<file path="config.mk">
export PLATFORM = sky130hd
export DESIGN_NAME = dss_status_regs
export DESIGN_NICKNAME = d
export VERILOG_FILES = /design/src/core/dss_pkg.sv /design/src/core/dss_sync.sv /design/src/core/dss_status_regs.sv
export SDC_FILE = /design/constraint.sdc
export NUM_CORES = 1
export LEC_CHECK = 0
export BUFFER_PORTS_ARGS = -buffer_cell sky130_fd_sc_hd__buf_2
export CORE_AREA = 2 2 81 98
export CTS_CLUSTER_SIZE = 10
export DETAILED_ROUTE_END_ITERATION = 12
export DIE_AREA = 0 0 83 100
export GPL_TIMING_DRIVEN = 0
export PLACE_DENSITY_LB_ADDON = 0.12
export SYNTH_ARGS = -nofsm -noshare
export SYNTH_HDL_FRONTEND = slang
export SYNTH_SLANG_ARGS = --single-unit
</file>
<file path="constraint.sdc">
create_clock -name i_sys_clk -period 2.2 [get_ports i_sys_clk]
set_clock_uncertainty 0.1 [all_clocks]
set_input_delay 0.22 -clock i_sys_clk [delete_from_list [all_inputs] [get_ports i_sys_clk]]
set_output_delay 0.22 -clock i_sys_clk [all_outputs]
set_load 0.01 [all_outputs]
</file>
<file path="src/core/dss_pkg.sv">
// Package: register map, field positions and reset values of the status/error register bank
package dss_pkg;

  // ----------------------------------------------------------------
  // Register bus geometry
  // ----------------------------------------------------------------
  localparam int unsigned ADDR_W = 8;
  localparam int unsigned DATA_W = 8;

  // ----------------------------------------------------------------
  // Register offsets
  // ----------------------------------------------------------------
  localparam logic [7:0] AUX_PIN_CONTROL_LOW_OFS = 8'h0E;
  localparam logic [7:0] DETECTED_ERROR_THRESHOLD_OFS = 8'h0F;
  localparam logic [7:0] DETECTED_ERROR_COUNT_OFS = 8'h10;
  localparam logic [7:0] CORRECTED_ERROR_THRESHOLD_OFS = 8'h11;
  localparam logic [7:0] CORRECTED_ERROR_COUNT_OFS = 8'h12;
  localparam logic [7:0] SEQUENCE_ERROR_COUNT_OFS = 8'h13;
  localparam logic [7:0] SEQUENCE_TEST_RESULT_OFS = 8'h14;
  localparam logic [7:0] RESERVED_A_OFS = 8'h15;
  localparam logic [7:0] RESERVED_B_OFS = 8'h16;
  localparam logic [7:0] RESERVED_C_OFS = 8'h17;
  localparam logic [7:0] RESERVED_D_OFS = 8'h18;
  localparam logic [7:0] RESERVED_E_OFS = 8'h19;
  localparam logic [7:0] RESERVED_F_OFS = 8'h1A;
  localparam logic [7:0] RESERVED_G_OFS = 8'h1B;
  localparam logic [7:0] RESERVED_H_OFS = 8'h1C;
  localparam logic [7:0] STRAP_PIN_STATUS_OFS = 8'h1D;
  localparam logic [7:0] PART_IDENTIFIER_OFS = 8'h1E;
  localparam logic [7:0] CAPABILITY_AND_REVISION_OFS = 8'h1F;

  // ----------------------------------------------------------------
  // Field positions
  // ----------------------------------------------------------------
  localparam int unsigned AUX_PIN0_LEVEL_BIT = 0;
  localparam int unsigned AUX_PIN0_DRIVE_BIT = 1;
  localparam int unsigned AUX_PIN1_LEVEL_BIT = 2;
  localparam int unsigned SEQUENCE_TEST_PASSED_BIT = 7;
  localparam int unsigned STRAP_LSB = 4;
  localparam int unsigned PROTECTION_CAPABILITY_BIT = 4;
  localparam int unsigned REVISION_LSB = 0;
  localparam int unsigned REVISION_W = 4;

  // ----------------------------------------------------------------
  // Reset, counter saturation and fixed read values
  // ----------------------------------------------------------------
  localparam logic AUX_PIN0_DRIVE_RST = 1'b1;
  localparam logic [7:0] THRESHOLD_RST = 8'h00;
  localparam logic [7:0] COUNT_RST = 8'h00;
  localparam logic [7:0] COUNT_MAX = 8'hFF;
  localparam logic [7:0] RESERVED_A_VAL = 8'h20;
  localparam logic [7:0] RESERVED_B_VAL = 8'h30;
  localparam logic [7:0] RESERVED_C_VAL = 8'h54;
  localparam logic [7:0] RESERVED_D_VAL = 8'h30;
  localparam logic [7:0] RESERVED_E_VAL = 8'hC8;
  localparam logic [7:0] RESERVED_ZERO_VAL = 8'h00;
  localparam logic [7:0] UNMAPPED_VAL = 8'h00;

  // ----------------------------------------------------------------
  // Identity defaults (arbitrary values)
  // ----------------------------------------------------------------
  localparam logic [7:0] PART_ID_DEFAULT = 8'h5C;
  localparam logic [3:0] REVISION_DEFAULT = 4'h1;

  // ----------------------------------------------------------------
  // Synchroniser depth
  // ----------------------------------------------------------------
  localparam int unsigned SYNC_STAGES = 2;

endpackage

</file>
<file path="src/core/dss_sync.sv">
// Two-flop synchroniser for a group of pin levels
`timescale 1ns/100ps
`default_nettype none

module dss_sync #(
  parameter int unsigned WIDTH = 1
) (
  input wire logic i_sys_clk,
  input wire logic i_resetn,
  input wire logic [WIDTH-1:0] i_async,
  output logic [WIDTH-1:0] o_sync
);

  logic [WIDTH-1:0] meta_q;
  logic [WIDTH-1:0] sync_q;

  // First stage feeds only the second stage
  always_ff @(posedge i_sys_clk or negedge i_resetn) begin
    if (!i_resetn) begin
      meta_q <= '0;
      sync_q <= '0;
    end else begin
      meta_q <= i_async;
      sync_q <= meta_q;
    end
  end

  assign o_sync = sync_q;

endmodule

`default_nettype wire

</file>
<file path="src/core/dss_status_regs.sv">
// Status, error-counter, strap and identity register bank of the link deserializer
`timescale 1ns/100ps
`default_nettype none

module dss_status_regs
  import dss_pkg::*;
#(
  parameter logic [7:0] PART_ID = PART_ID_DEFAULT,
  parameter logic [3:0] REVISION = REVISION_DEFAULT,
  parameter logic PROTECTION_CAPABLE = 1'b0
) (
  input wire logic i_sys_clk,
  input wire logic i_resetn,
  input wire logic [ADDR_W-1:0] i_addr,
  input wire logic [DATA_W-1:0] i_wdata,
  input wire logic i_wr,
  input wire logic i_rd,
  output logic [DATA_W-1:0] o_rdata,
  input wire logic i_aux_pin0,
  output logic o_aux_pin0_drive,
  output logic o_aux_pin0_oe,
  input wire logic i_aux_pin1,
  input wire logic i_cable_type_strap,
  input wire logic i_coax_select_strap,
  input wire logic i_control_port_select_strap,
  input wire logic i_local_channel_enable_strap,
  input wire logic i_detected_error,
  input wire logic i_corrected_error,
  input wire logic i_sequence_error,
  input wire logic i_sequence_test_passed,
  output logic [DATA_W-1:0] o_detected_error_threshold,
  output logic [DATA_W-1:0] o_corrected_error_threshold,
  output logic o_detected_over_threshold,
  output logic o_corrected_over_threshold
);

  // ----------------------------------------------------------------
  // Pin synchronisation
  // ----------------------------------------------------------------
  logic [5:0] pins_raw;
  logic [5:0] pins_s;
  logic aux_pin0_level;
  logic aux_pin1_level;
  logic [3:0] strap_level;

  assign pins_raw = {i_cable_type_strap, i_coax_select_strap, i_control_port_select_strap,
                     i_local_channel_enable_strap, i_aux_pin1, i_aux_pin0};

  dss_sync #(
    .WIDTH(6)
  ) u_pin_sync (
    .i_sys_clk(i_sys_clk),
    .i_resetn(i_resetn),
    .i_async(pins_raw),
    .o_sync(pins_s)
  );

  assign aux_pin0_level = pins_s[0];
  assign aux_pin1_level = pins_s[1];
  assign strap_level = pins_s[5:2];

  // ----------------------------------------------------------------
  // Write decode
  // ----------------------------------------------------------------
  logic wr_pin;
  logic wr_det_thr;
  logic wr_corr_thr;

  assign wr_pin = i_wr && (i_addr == AUX_PIN_CONTROL_LOW_OFS);
  assign wr_det_thr = i_wr && (i_addr == DETECTED_ERROR_THRESHOLD_OFS);
  assign wr_corr_thr = i_wr && (i_addr == CORRECTED_ERROR_THRESHOLD_OFS);

  // ----------------------------------------------------------------
  // Pin 0 drive
  // ----------------------------------------------------------------
  logic aux_pin0_drive_q;

  always_ff @(posedge i_sys_clk or negedge i_resetn) begin
    if (!i_resetn) begin
      aux_pin0_drive_q <= AUX_PIN0_DRIVE_RST;
    end else if (wr_pin) begin
      aux_pin0_drive_q <= i_wdata[AUX_PIN0_DRIVE_BIT];
    end
  end

  // Push-pull driver; the level bit reads back the wire, not this register
  assign o_aux_pin0_drive = aux_pin0_drive_q;
  assign o_aux_pin0_oe = 1'b1;

  // ----------------------------------------------------------------
  // Thresholds
  // ----------------------------------------------------------------
  logic [7:0] det_thr_q;
  logic [7:0] corr_thr_q;

  always_ff @(posedge i_sys_clk or negedge i_resetn) begin
    if (!i_resetn) begin
      det_thr_q <= THRESHOLD_RST;
    end else if (wr_det_thr) begin
      det_thr_q <= i_wdata;
    end
  end

  always_ff @(posedge i_sys_clk or negedge i_resetn) begin
    if (!i_resetn) begin
      corr_thr_q <= THRESHOLD_RST;
    end else if (wr_corr_thr) begin
      corr_thr_q <= i_wdata;
    end
  end

  assign o_detected_error_threshold = det_thr_q;
  assign o_corrected_error_threshold = corr_thr_q;

  // ----------------------------------------------------------------
  // Error counters
  // ----------------------------------------------------------------
  // Counters saturate so a long error burst never wraps to a small value
  logic [7:0] det_cnt_q;
  logic [7:0] corr_cnt_q;
  logic [7:0] seq_cnt_q;

  always_ff @(posedge i_sys_clk or negedge i_resetn) begin
    if (!i_resetn) begin
      det_cnt_q <= COUNT_RST;
    end else if (i_detected_error && (det_cnt_q != COUNT_MAX)) begin
      det_cnt_q <= det_cnt_q + 8'h01;
    end
  end

  always_ff @(posedge i_sys_clk or negedge i_resetn) begin
    if (!i_resetn) begin
      corr_cnt_q <= COUNT_RST;
    end else if (i_corrected_error && (corr_cnt_q != COUNT_MAX)) begin
      corr_cnt_q <= corr_cnt_q + 8'h01;
    end
  end

  always_ff @(posedge i_sys_clk or negedge i_resetn) begin
    if (!i_resetn) begin
      seq_cnt_q <= COUNT_RST;
    end else if (i_sequence_error && (seq_cnt_q != COUNT_MAX)) begin
      seq_cnt_q <= seq_cnt_q + 8'h01;
    end
  end

  // ----------------------------------------------------------------
  // Threshold flags
  // ----------------------------------------------------------------
  // A zero threshold disables the flag
  logic det_over_q;
  logic corr_over_q;

  always_ff @(posedge i_sys_clk or negedge i_resetn) begin
    if (!i_resetn) begin
      det_over_q <= 1'b0;
      corr_over_q <= 1'b0;
    end else begin
      det_over_q <= (det_thr_q != THRESHOLD_RST) && (det_cnt_q >= det_thr_q);
      corr_over_q <= (corr_thr_q != THRESHOLD_RST) && (corr_cnt_q >= corr_thr_q);
    end
  end

  assign o_detected_over_threshold = det_over_q;
  assign o_corrected_over_threshold = corr_over_q;

  // ----------------------------------------------------------------
  // Read mux
  // ----------------------------------------------------------------
  logic [7:0] rd_mux;
  logic [7:0] rdata_q;

  always_comb begin
    rd_mux = UNMAPPED_VAL;
    case (i_addr)
      AUX_PIN_CONTROL_LOW_OFS: begin
        rd_mux[AUX_PIN1_LEVEL_BIT] = aux_pin1_level;
        rd_mux[AUX_PIN0_DRIVE_BIT] = aux_pin0_drive_q;
        rd_mux[AUX_PIN0_LEVEL_BIT] = aux_pin0_level;
      end
      DETECTED_ERROR_THRESHOLD_OFS: rd_mux = det_thr_q;
      DETECTED_ERROR_COUNT_OFS: rd_mux = det_cnt_q;
      CORRECTED_ERROR_THRESHOLD_OFS: rd_mux = corr_thr_q;
      CORRECTED_ERROR_COUNT_OFS: rd_mux = corr_cnt_q;
      SEQUENCE_ERROR_COUNT_OFS: rd_mux = seq_cnt_q;
      SEQUENCE_TEST_RESULT_OFS: begin
        rd_mux[SEQUENCE_TEST_PASSED_BIT] = i_sequence_test_passed;
      end
      RESERVED_A_OFS: rd_mux = RESERVED_A_VAL;
      RESERVED_B_OFS: rd_mux = RESERVED_B_VAL;
      RESERVED_C_OFS: rd_mux = RESERVED_C_VAL;
      RESERVED_D_OFS: rd_mux = RESERVED_D_VAL;
      RESERVED_E_OFS: rd_mux = RESERVED_E_VAL;
      RESERVED_F_OFS: rd_mux = RESERVED_ZERO_VAL;
      RESERVED_G_OFS: rd_mux = RESERVED_ZERO_VAL;
      RESERVED_H_OFS: rd_mux = RESERVED_ZERO_VAL;
      STRAP_PIN_STATUS_OFS: begin
        rd_mux[STRAP_LSB +: 4] = strap_level;
      end
      PART_IDENTIFIER_OFS: rd_mux = PART_ID;
      CAPABILITY_AND_REVISION_OFS: begin
        rd_mux[PROTECTION_CAPABILITY_BIT] = PROTECTION_CAPABLE;
        rd_mux[REVISION_LSB +: REVISION_W] = REVISION;
      end
      default: rd_mux = UNMAPPED_VAL;
    endcase
  end

  // Data valid only in the cycle after the strobe, zero otherwise
  always_ff @(posedge i_sys_clk or negedge i_resetn) begin
    if (!i_resetn) begin
      rdata_q <= 8'h00;
    end else if (i_rd) begin
      rdata_q <= rd_mux;
    end else begin
      rdata_q <= 8'h00;
    end
  end

  assign o_rdata = rdata_q;
endmodule

`default_nettype wire

</file>
==> flow_summary.json, run 1 <==
{
  "outcome": "complete, no violations",
  "finalCritPeriodShare_pct": 89.4,
  "avgSynthCellArea_um2": 10.7,
  "cts_buffer_depth": 2,
  "crit_type": "reg2reg",
  "ys_ff_latch": 63,
  "drc": 0,
  "die_w_um": 83,
  "tightest_slew_ps": 801,
  "end_kind": "flop",
  "fin_nets": 453,
  "netlist.top_cell.by_area": "dfrtp_1",
  "synth_cell_types": 58,
  "placed_cells": 476,
  "final_antenna_net_count": 0,
  "overflow": 0,
  "power.density_nw_per_um2": 881,
  "port_buffers": 55,
  "worst_slew_margin_rel_pct": 46.6,
  "via_per_inst": 5.65,
  "synth_area_leaders": "dfrtp_1 (44%), mux2_2 (7.0%), ha_1 (6.8%), xnor2_1 (3.0%), inv_1 (2.5%)",
  "grt_pass1_wl_mm": 15.1,
  "crit_family": "compound AO/OA/AOI/OAI gates",
  "path_buf_inv": 0,
  "worst_hold_path_type": "in2reg",
  "nFillCells": 708,
  "drv_cap": 0,
  "ctsRootBufferMaster": "clkbuf_8",
  "rows": 35,
  "clk_pin_slew_worst_paths_ps": 70,
  "synth_edf_count": 0,
  "routabilityCongestion": 0.884,
  "postCtsSetupRepairBufs": 0,
  "arrival_ps": 2100,
  "grt_max_degree": 64,
  "finalPower_uw": 3670,
  "stdcell_count": 500,
  "cts_tree": "yes",
  "die-area_um2": 8300,
  "synthCells": 329,
  "layout_commonest_cell": "dfrtp_1",
  "antenna_cells": 0,
  "htreeDepth": 3,
  "antenna_found_initial": 0,
  "dp_hpwl_mm": 6.42,
  "core_area_um2": 7490,
  "die_h_um": 100,
  "synth_top_area_share_pct": 44.1,
  "cp-start-kind": "flop",
  "min_period_ps": 1970,
  "ctsResizeCount": 0,
  "vias": 2827,
  "hold_viol_final": 0,
  "ys_seq_area_share_pct": 44.8,
  "io_pins": 58,
  "syn_to_final_growth_pct": 18.4,
  "rrSetupSlack_ps": 230,
  "required_ps": 2330,
  "syn_area_um2": 3520,
  "wl_mm": 8.98,
  "syn_nets": 378,
  "rsz0062_at_grt": "no",
  "timing.setup.tns_ps": 0,
  "fin_area_um2": 4170,
  "wire_per_inst_um": 18.0,
  "crit_path_cell_trace": "ha_1 > nand3_1 > o31ai_2 > mux2_2",
  "finalSetupViolCount": 0,
  "grt_use_total_pct": 23.3,
  "cts.sinks": 63,
  "fmax_mhz": 509,
  "drive_gt1_share_pct": 27.7,
  "yosys_warnings": 0,
  "initial_utilization_pct": 47.0,
  "drtIter0Drc": 300,
  "cts_buffers": 9,
  "yosys_most_used_dff": "dfrtp_1",
  "clk_latency_ps": 350,
  "irDropWorstVdd_mv": 0.598,
  "finalMaxSlewViolations": 0,
  "cp_max_fo": 8,
  "grt_pass1_vias": 2871,
  "placed_cell_area_um2": 3910,
  "final_cell_mix": "dfrtp_1 (62), buf_2 (58), inv_1 (23)",
  "leakagePower_uw": 0.00195,
  "dr.pass1.iters": 4,
  "cp_slowest_stage_delay_ps": 590,
  "async_reset_ff_share_pct": 100,
  "slowest_stage": "o31ai_2"
}
## sequential cells by signal, summed over array words and instances (netlist names), 6 cells and up
signal	cells
u_pin_sync.o_sync	6
o_rdata	8
det_cnt_q	8
seq_cnt_q	8
o_corrected_error_threshold	8
o_detected_error_threshold	8
u_pin_sync.meta_q	6
corr_cnt_q	8
## what timing repair did
action / 4_1_cts / 5_1_grt
hold buffers: 7 / 2
endpoints found under the hold margin: 7 / 63
setup endpoints to repair: 0 / 0
## cells by family after synthesis
kind of cell               after synthesis  synth area share [%]
other                                    1                 0.107
xor gates and xnor gates                20                  4.98
DFF                                     63                  44.8
muxes                                   28                  9.82
adders and majority gates               19                  6.76
AOI/OAI and AO/OA                       60                  12.3
buffers and inverters                   40                  4.98
and+or+nand+nor                         98                  16.2
## report_power, final
group | internal (µW) | switching (µW)
sequential | 1390 | 373
combinational | 552 | 466
clock | 427 | 460
## per-layer routing
metal / routed length [µm] / track usage (%)
met5: 0 / 0
met4: 76 / 8.83
met3: 401 / 5.10
met2: 4430 / 38.2
met1: 4060 / 30.4
## Yosys cell counts (all sizes together), types with 3 or more instances
cell type,count
o21ai,4
nor2,8
a32o,3
a21o,10
nand3,13
and3,3
a32oi,5
and2,3
mux2,22
nor3,7
or3,3
nand4,7
xor2,8
nor4,8
mux4,3
a211o,3
nor2b,4
mux2i,3
clkbuf,7
nand2b,6
dfrtp,62
inv,23
xnor2,12
buf,10
ha,19
nand2,22
a21oi,13
o2bb2ai,3
a31oi,5
## final timing paths
kind                            cells past startpoint                 start                            end
max in group asynchronous                           2              i_resetn  o_detected_error_threshold[6]
worst max-delay path                                4          seq_cnt_q[1]                   seq_cnt_q[1]
worst min register to register                      0  u_pin_sync.meta_q[5]           u_pin_sync.o_sync[5]
min in group asynchronous                           2              i_resetn  o_detected_error_threshold[0]
worst min-delay path                                2            i_wdata[6]  o_detected_error_threshold[6]
worst max register to register                      4          seq_cnt_q[1]                   seq_cnt_q[1]
## final cells by class
class	instances	area (µm²)	area share, %
buffer	17	88.8	2.13
tap	92	115	2.76
inverter	23	86.3	2.07
clock inverter	4	22.5	0.541
sequential	63	1580	37.9
multi-input combinational	226	1770	42.4
timing repair buffer	64	368	8.83
clock buffer	11	141	3.39
## through the flow
stage / worst slack [ps] / util [%] / hold slack, ps
finish: 234 / 55.6 / 13.0
global route: 131 / 55.6 / 4.43
CTS: 208 / 55.3 / 1.33
detailed placement: 130 / 52.2 / 230
global placement: 106 / 52.2 / 229
floorplan: 355 / - / -176
No activity file was read; power rests on OpenSTA's default activity.
==> run 2: changes to the inputs <==
--- a/config.mk
+++ b/config.mk
@@ -5,11 +5,11 @@
 export SDC_FILE = /design/constraint.sdc
 export NUM_CORES = 1
 export LEC_CHECK = 0
-export BUFFER_PORTS_ARGS = -buffer_cell sky130_fd_sc_hd__buf_2
 export CORE_AREA = 2 2 81 98
 export CTS_CLUSTER_SIZE = 10
 export DETAILED_ROUTE_END_ITERATION = 12
 export DIE_AREA = 0 0 83 100
+export DONT_BUFFER_PORTS = 1
 export GPL_TIMING_DRIVEN = 0
 export PLACE_DENSITY_LB_ADDON = 0.12
 export SYNTH_ARGS = -nofsm -noshare
==> run 2 against run 1 <==
- sequential share of layout area grew 0.72 points
- core utilization shrank 1.0 points
- sequential power is essentially flat
- cell count shrank 8.6%
- clock power grew 38%
- global-route usage shrank 0.054 points
- register-to-register slack gained 30 ps
- clock-buffer cell count shrank 1
- critical path depth is the same
- critical endpoint unchanged
- largest power group unchanged
- highest routed layer unchanged
==> flow_summary.json, run 2 (same netlist as run 1, synthesis figures left out) <==
{
  "outcome": "complete, no violations",
  "r2r.worst_path.cells": 4,
  "final_cell_mix": "dfrtp_1 (62), inv_1 (23), nand2_1 (22), mux2_2 (22)",
  "irDropWorstVdd_mv": 0.558,
  "dp_hpwl_mm": 6.32,
  "fmax_mhz": 515,
  "grt_max_degree": 64,
  "placed_cell_area_um2": 3630,
  "rows": 35,
  "whs_endpoint": "det_cnt_q[0]",
  "worst_slew_margin_rel_pct": 60.5,
  "worst_hold_path_type": "in2reg",
  "drc": 0,
  "vias": 2726,
  "overflow": 0,
  "cts_buffer_depth": 2,
  "whs_path_depth": 2,
  "clk_latency_ps": 360,
  "placed_cells": 421,
  "via_per_inst": 5.96,
  "arrival_ps": 2080,
  "min_period_ps": 1940,
  "cts.sinks": 63,
  "clk_pin_slew_worst_paths_ps": 70,
  "layout_commonest_cell": "dfrtp_1",
  "dr.pass1.iters": 4,
  "end_kind": "flop",
  "syn_to_final_growth_pct": 16.2,
  "rsz0062_at_grt": "no",
  "grt_use_total_pct": 23.2,
  "finalCritPeriodShare_pct": 88.2,
  "drive_gt1_share_pct": 16.4,
  "die_w_um": 83,
  "final_antenna_net_count": 0,
  "timing.setup.tns_ps": 0,
  "hold_start": "i_detected_error",
  "cts_tree": "yes",
  "final-seq-area_um2": 1580,
  "grt_pass1_vias": 2680,
  "required_ps": 2340,
  "cp-start-kind": "flop",
  "die_h_um": 100,
  "leakagePower_uw": 0.00178,
  "io_pins": 58,
  "initial_utilization_pct": 47.0,
  "fin_area_um2": 4090,
  "grt_pass1_wl_mm": 14.7,
  "die-area_um2": 8300,
  "wl_mm": 9.04,
  "hold_viol_final": 0,
  "core_area_um2": 7490,
  "stdcell_count": 457,
  "finalSetupViolCount": 0,
  "rrSetupSlack_ps": 260,
  "drtIter0Drc": 159,
  "htreeDepth": 3,
  "cp_max_fo": 8,
  "nFillCells": 640,
  "antenna_cells": 0,
  "antenna_found_initial": 0,
  "tightest_slew_ps": 588,
  "power.density_nw_per_um2": 971,
  "cts_buffers": 9,
  "ctsRootBufferMaster": "clkbuf_8",
  "r2r-start": "seq_cnt_q[0]",
  "finalMaxSlewViolations": 0,
  "routabilityCongestion": 0.915,
  "multiInputGateArea_um2": 1770,
  "whs_ps": 24.9,
  "postCtsSetupRepairBufs": 0,
  "fin_nets": 409,
  "port_buffers": 0,
  "r2r_end": "seq_cnt_q[1]",
  "wire_per_inst_um": 19.8,
  "drv_cap": 0,
  "crit_type": "reg2reg"
}
run 2: area by class of cell:
| class | count | share of cell area (%) |
|---|---|---|
| Multi-Input combinational cell | 226 | 43.2 |
| Clock buffer | 10 | 3.12 |
| Tap cell | 92 | 2.82 |
| Inverter | 23 | 2.11 |
| Buffer | 17 | 2.17 |
| Sequential cell | 63 | 38.6 |
| Clock inverter | 6 | 2.66 |
| Timing Repair Buffer | 20 | 5.33 |
run 2: repair_timing:
action | in CTS | in global routing
endpoints found under the hold margin | 89 | 0
hold buffers | 20 | 0
resized for setup | 0 | 0
run 2: worst max-delay path, stage by stage (launching register included):
cell	delay, ps
dfrtp_1	420
ha_1	200
nand3_1	140
o31ai_2	580
mux2_2	400
run 2: worst max-delay path by stage:
stage	from	end	cells after the start
after floorplan	i_addr[5]	o_corrected_error_threshold[0]	6
after global placement	i_addr[5]	o_corrected_error_threshold[6]	6
after detailed placement	i_addr[5]	o_corrected_error_threshold[6]	6
after CTS	seq_cnt_q[0]	seq_cnt_q[1]	4
after global routing	seq_cnt_q[0]	seq_cnt_q[1]	4
final	seq_cnt_q[0]	seq_cnt_q[1]	4
run 2: routing by layer:
metal	share of wire [%]	GRT usage [%]	vias up
met4	2.1	10.3	0
li1	-	-	1257
met5	0	0	-
met3	6.3	6.25	12
met1	42	29.6	1353
met2	50	37.3	104
run 2: stage by stage:
step           setup WS [ps]  power, µW  util (%)
6_report                 259       3970      54.6
4_1_cts                  240       4000      54.6
5_1_grt                 89.0       4230      54.6
2_1_floorplan            355       2420         -
3_5_place_dp             239       2700      48.5
3_3_place_gp             206       2680      48.5
run 2: power breakdown:
group / switching (µW) / total [µW] / internal [µW]
registers: 385 / 1780 / 1390
logic: 439 / 974 / 535
clock network: 465 / 1220 / 751
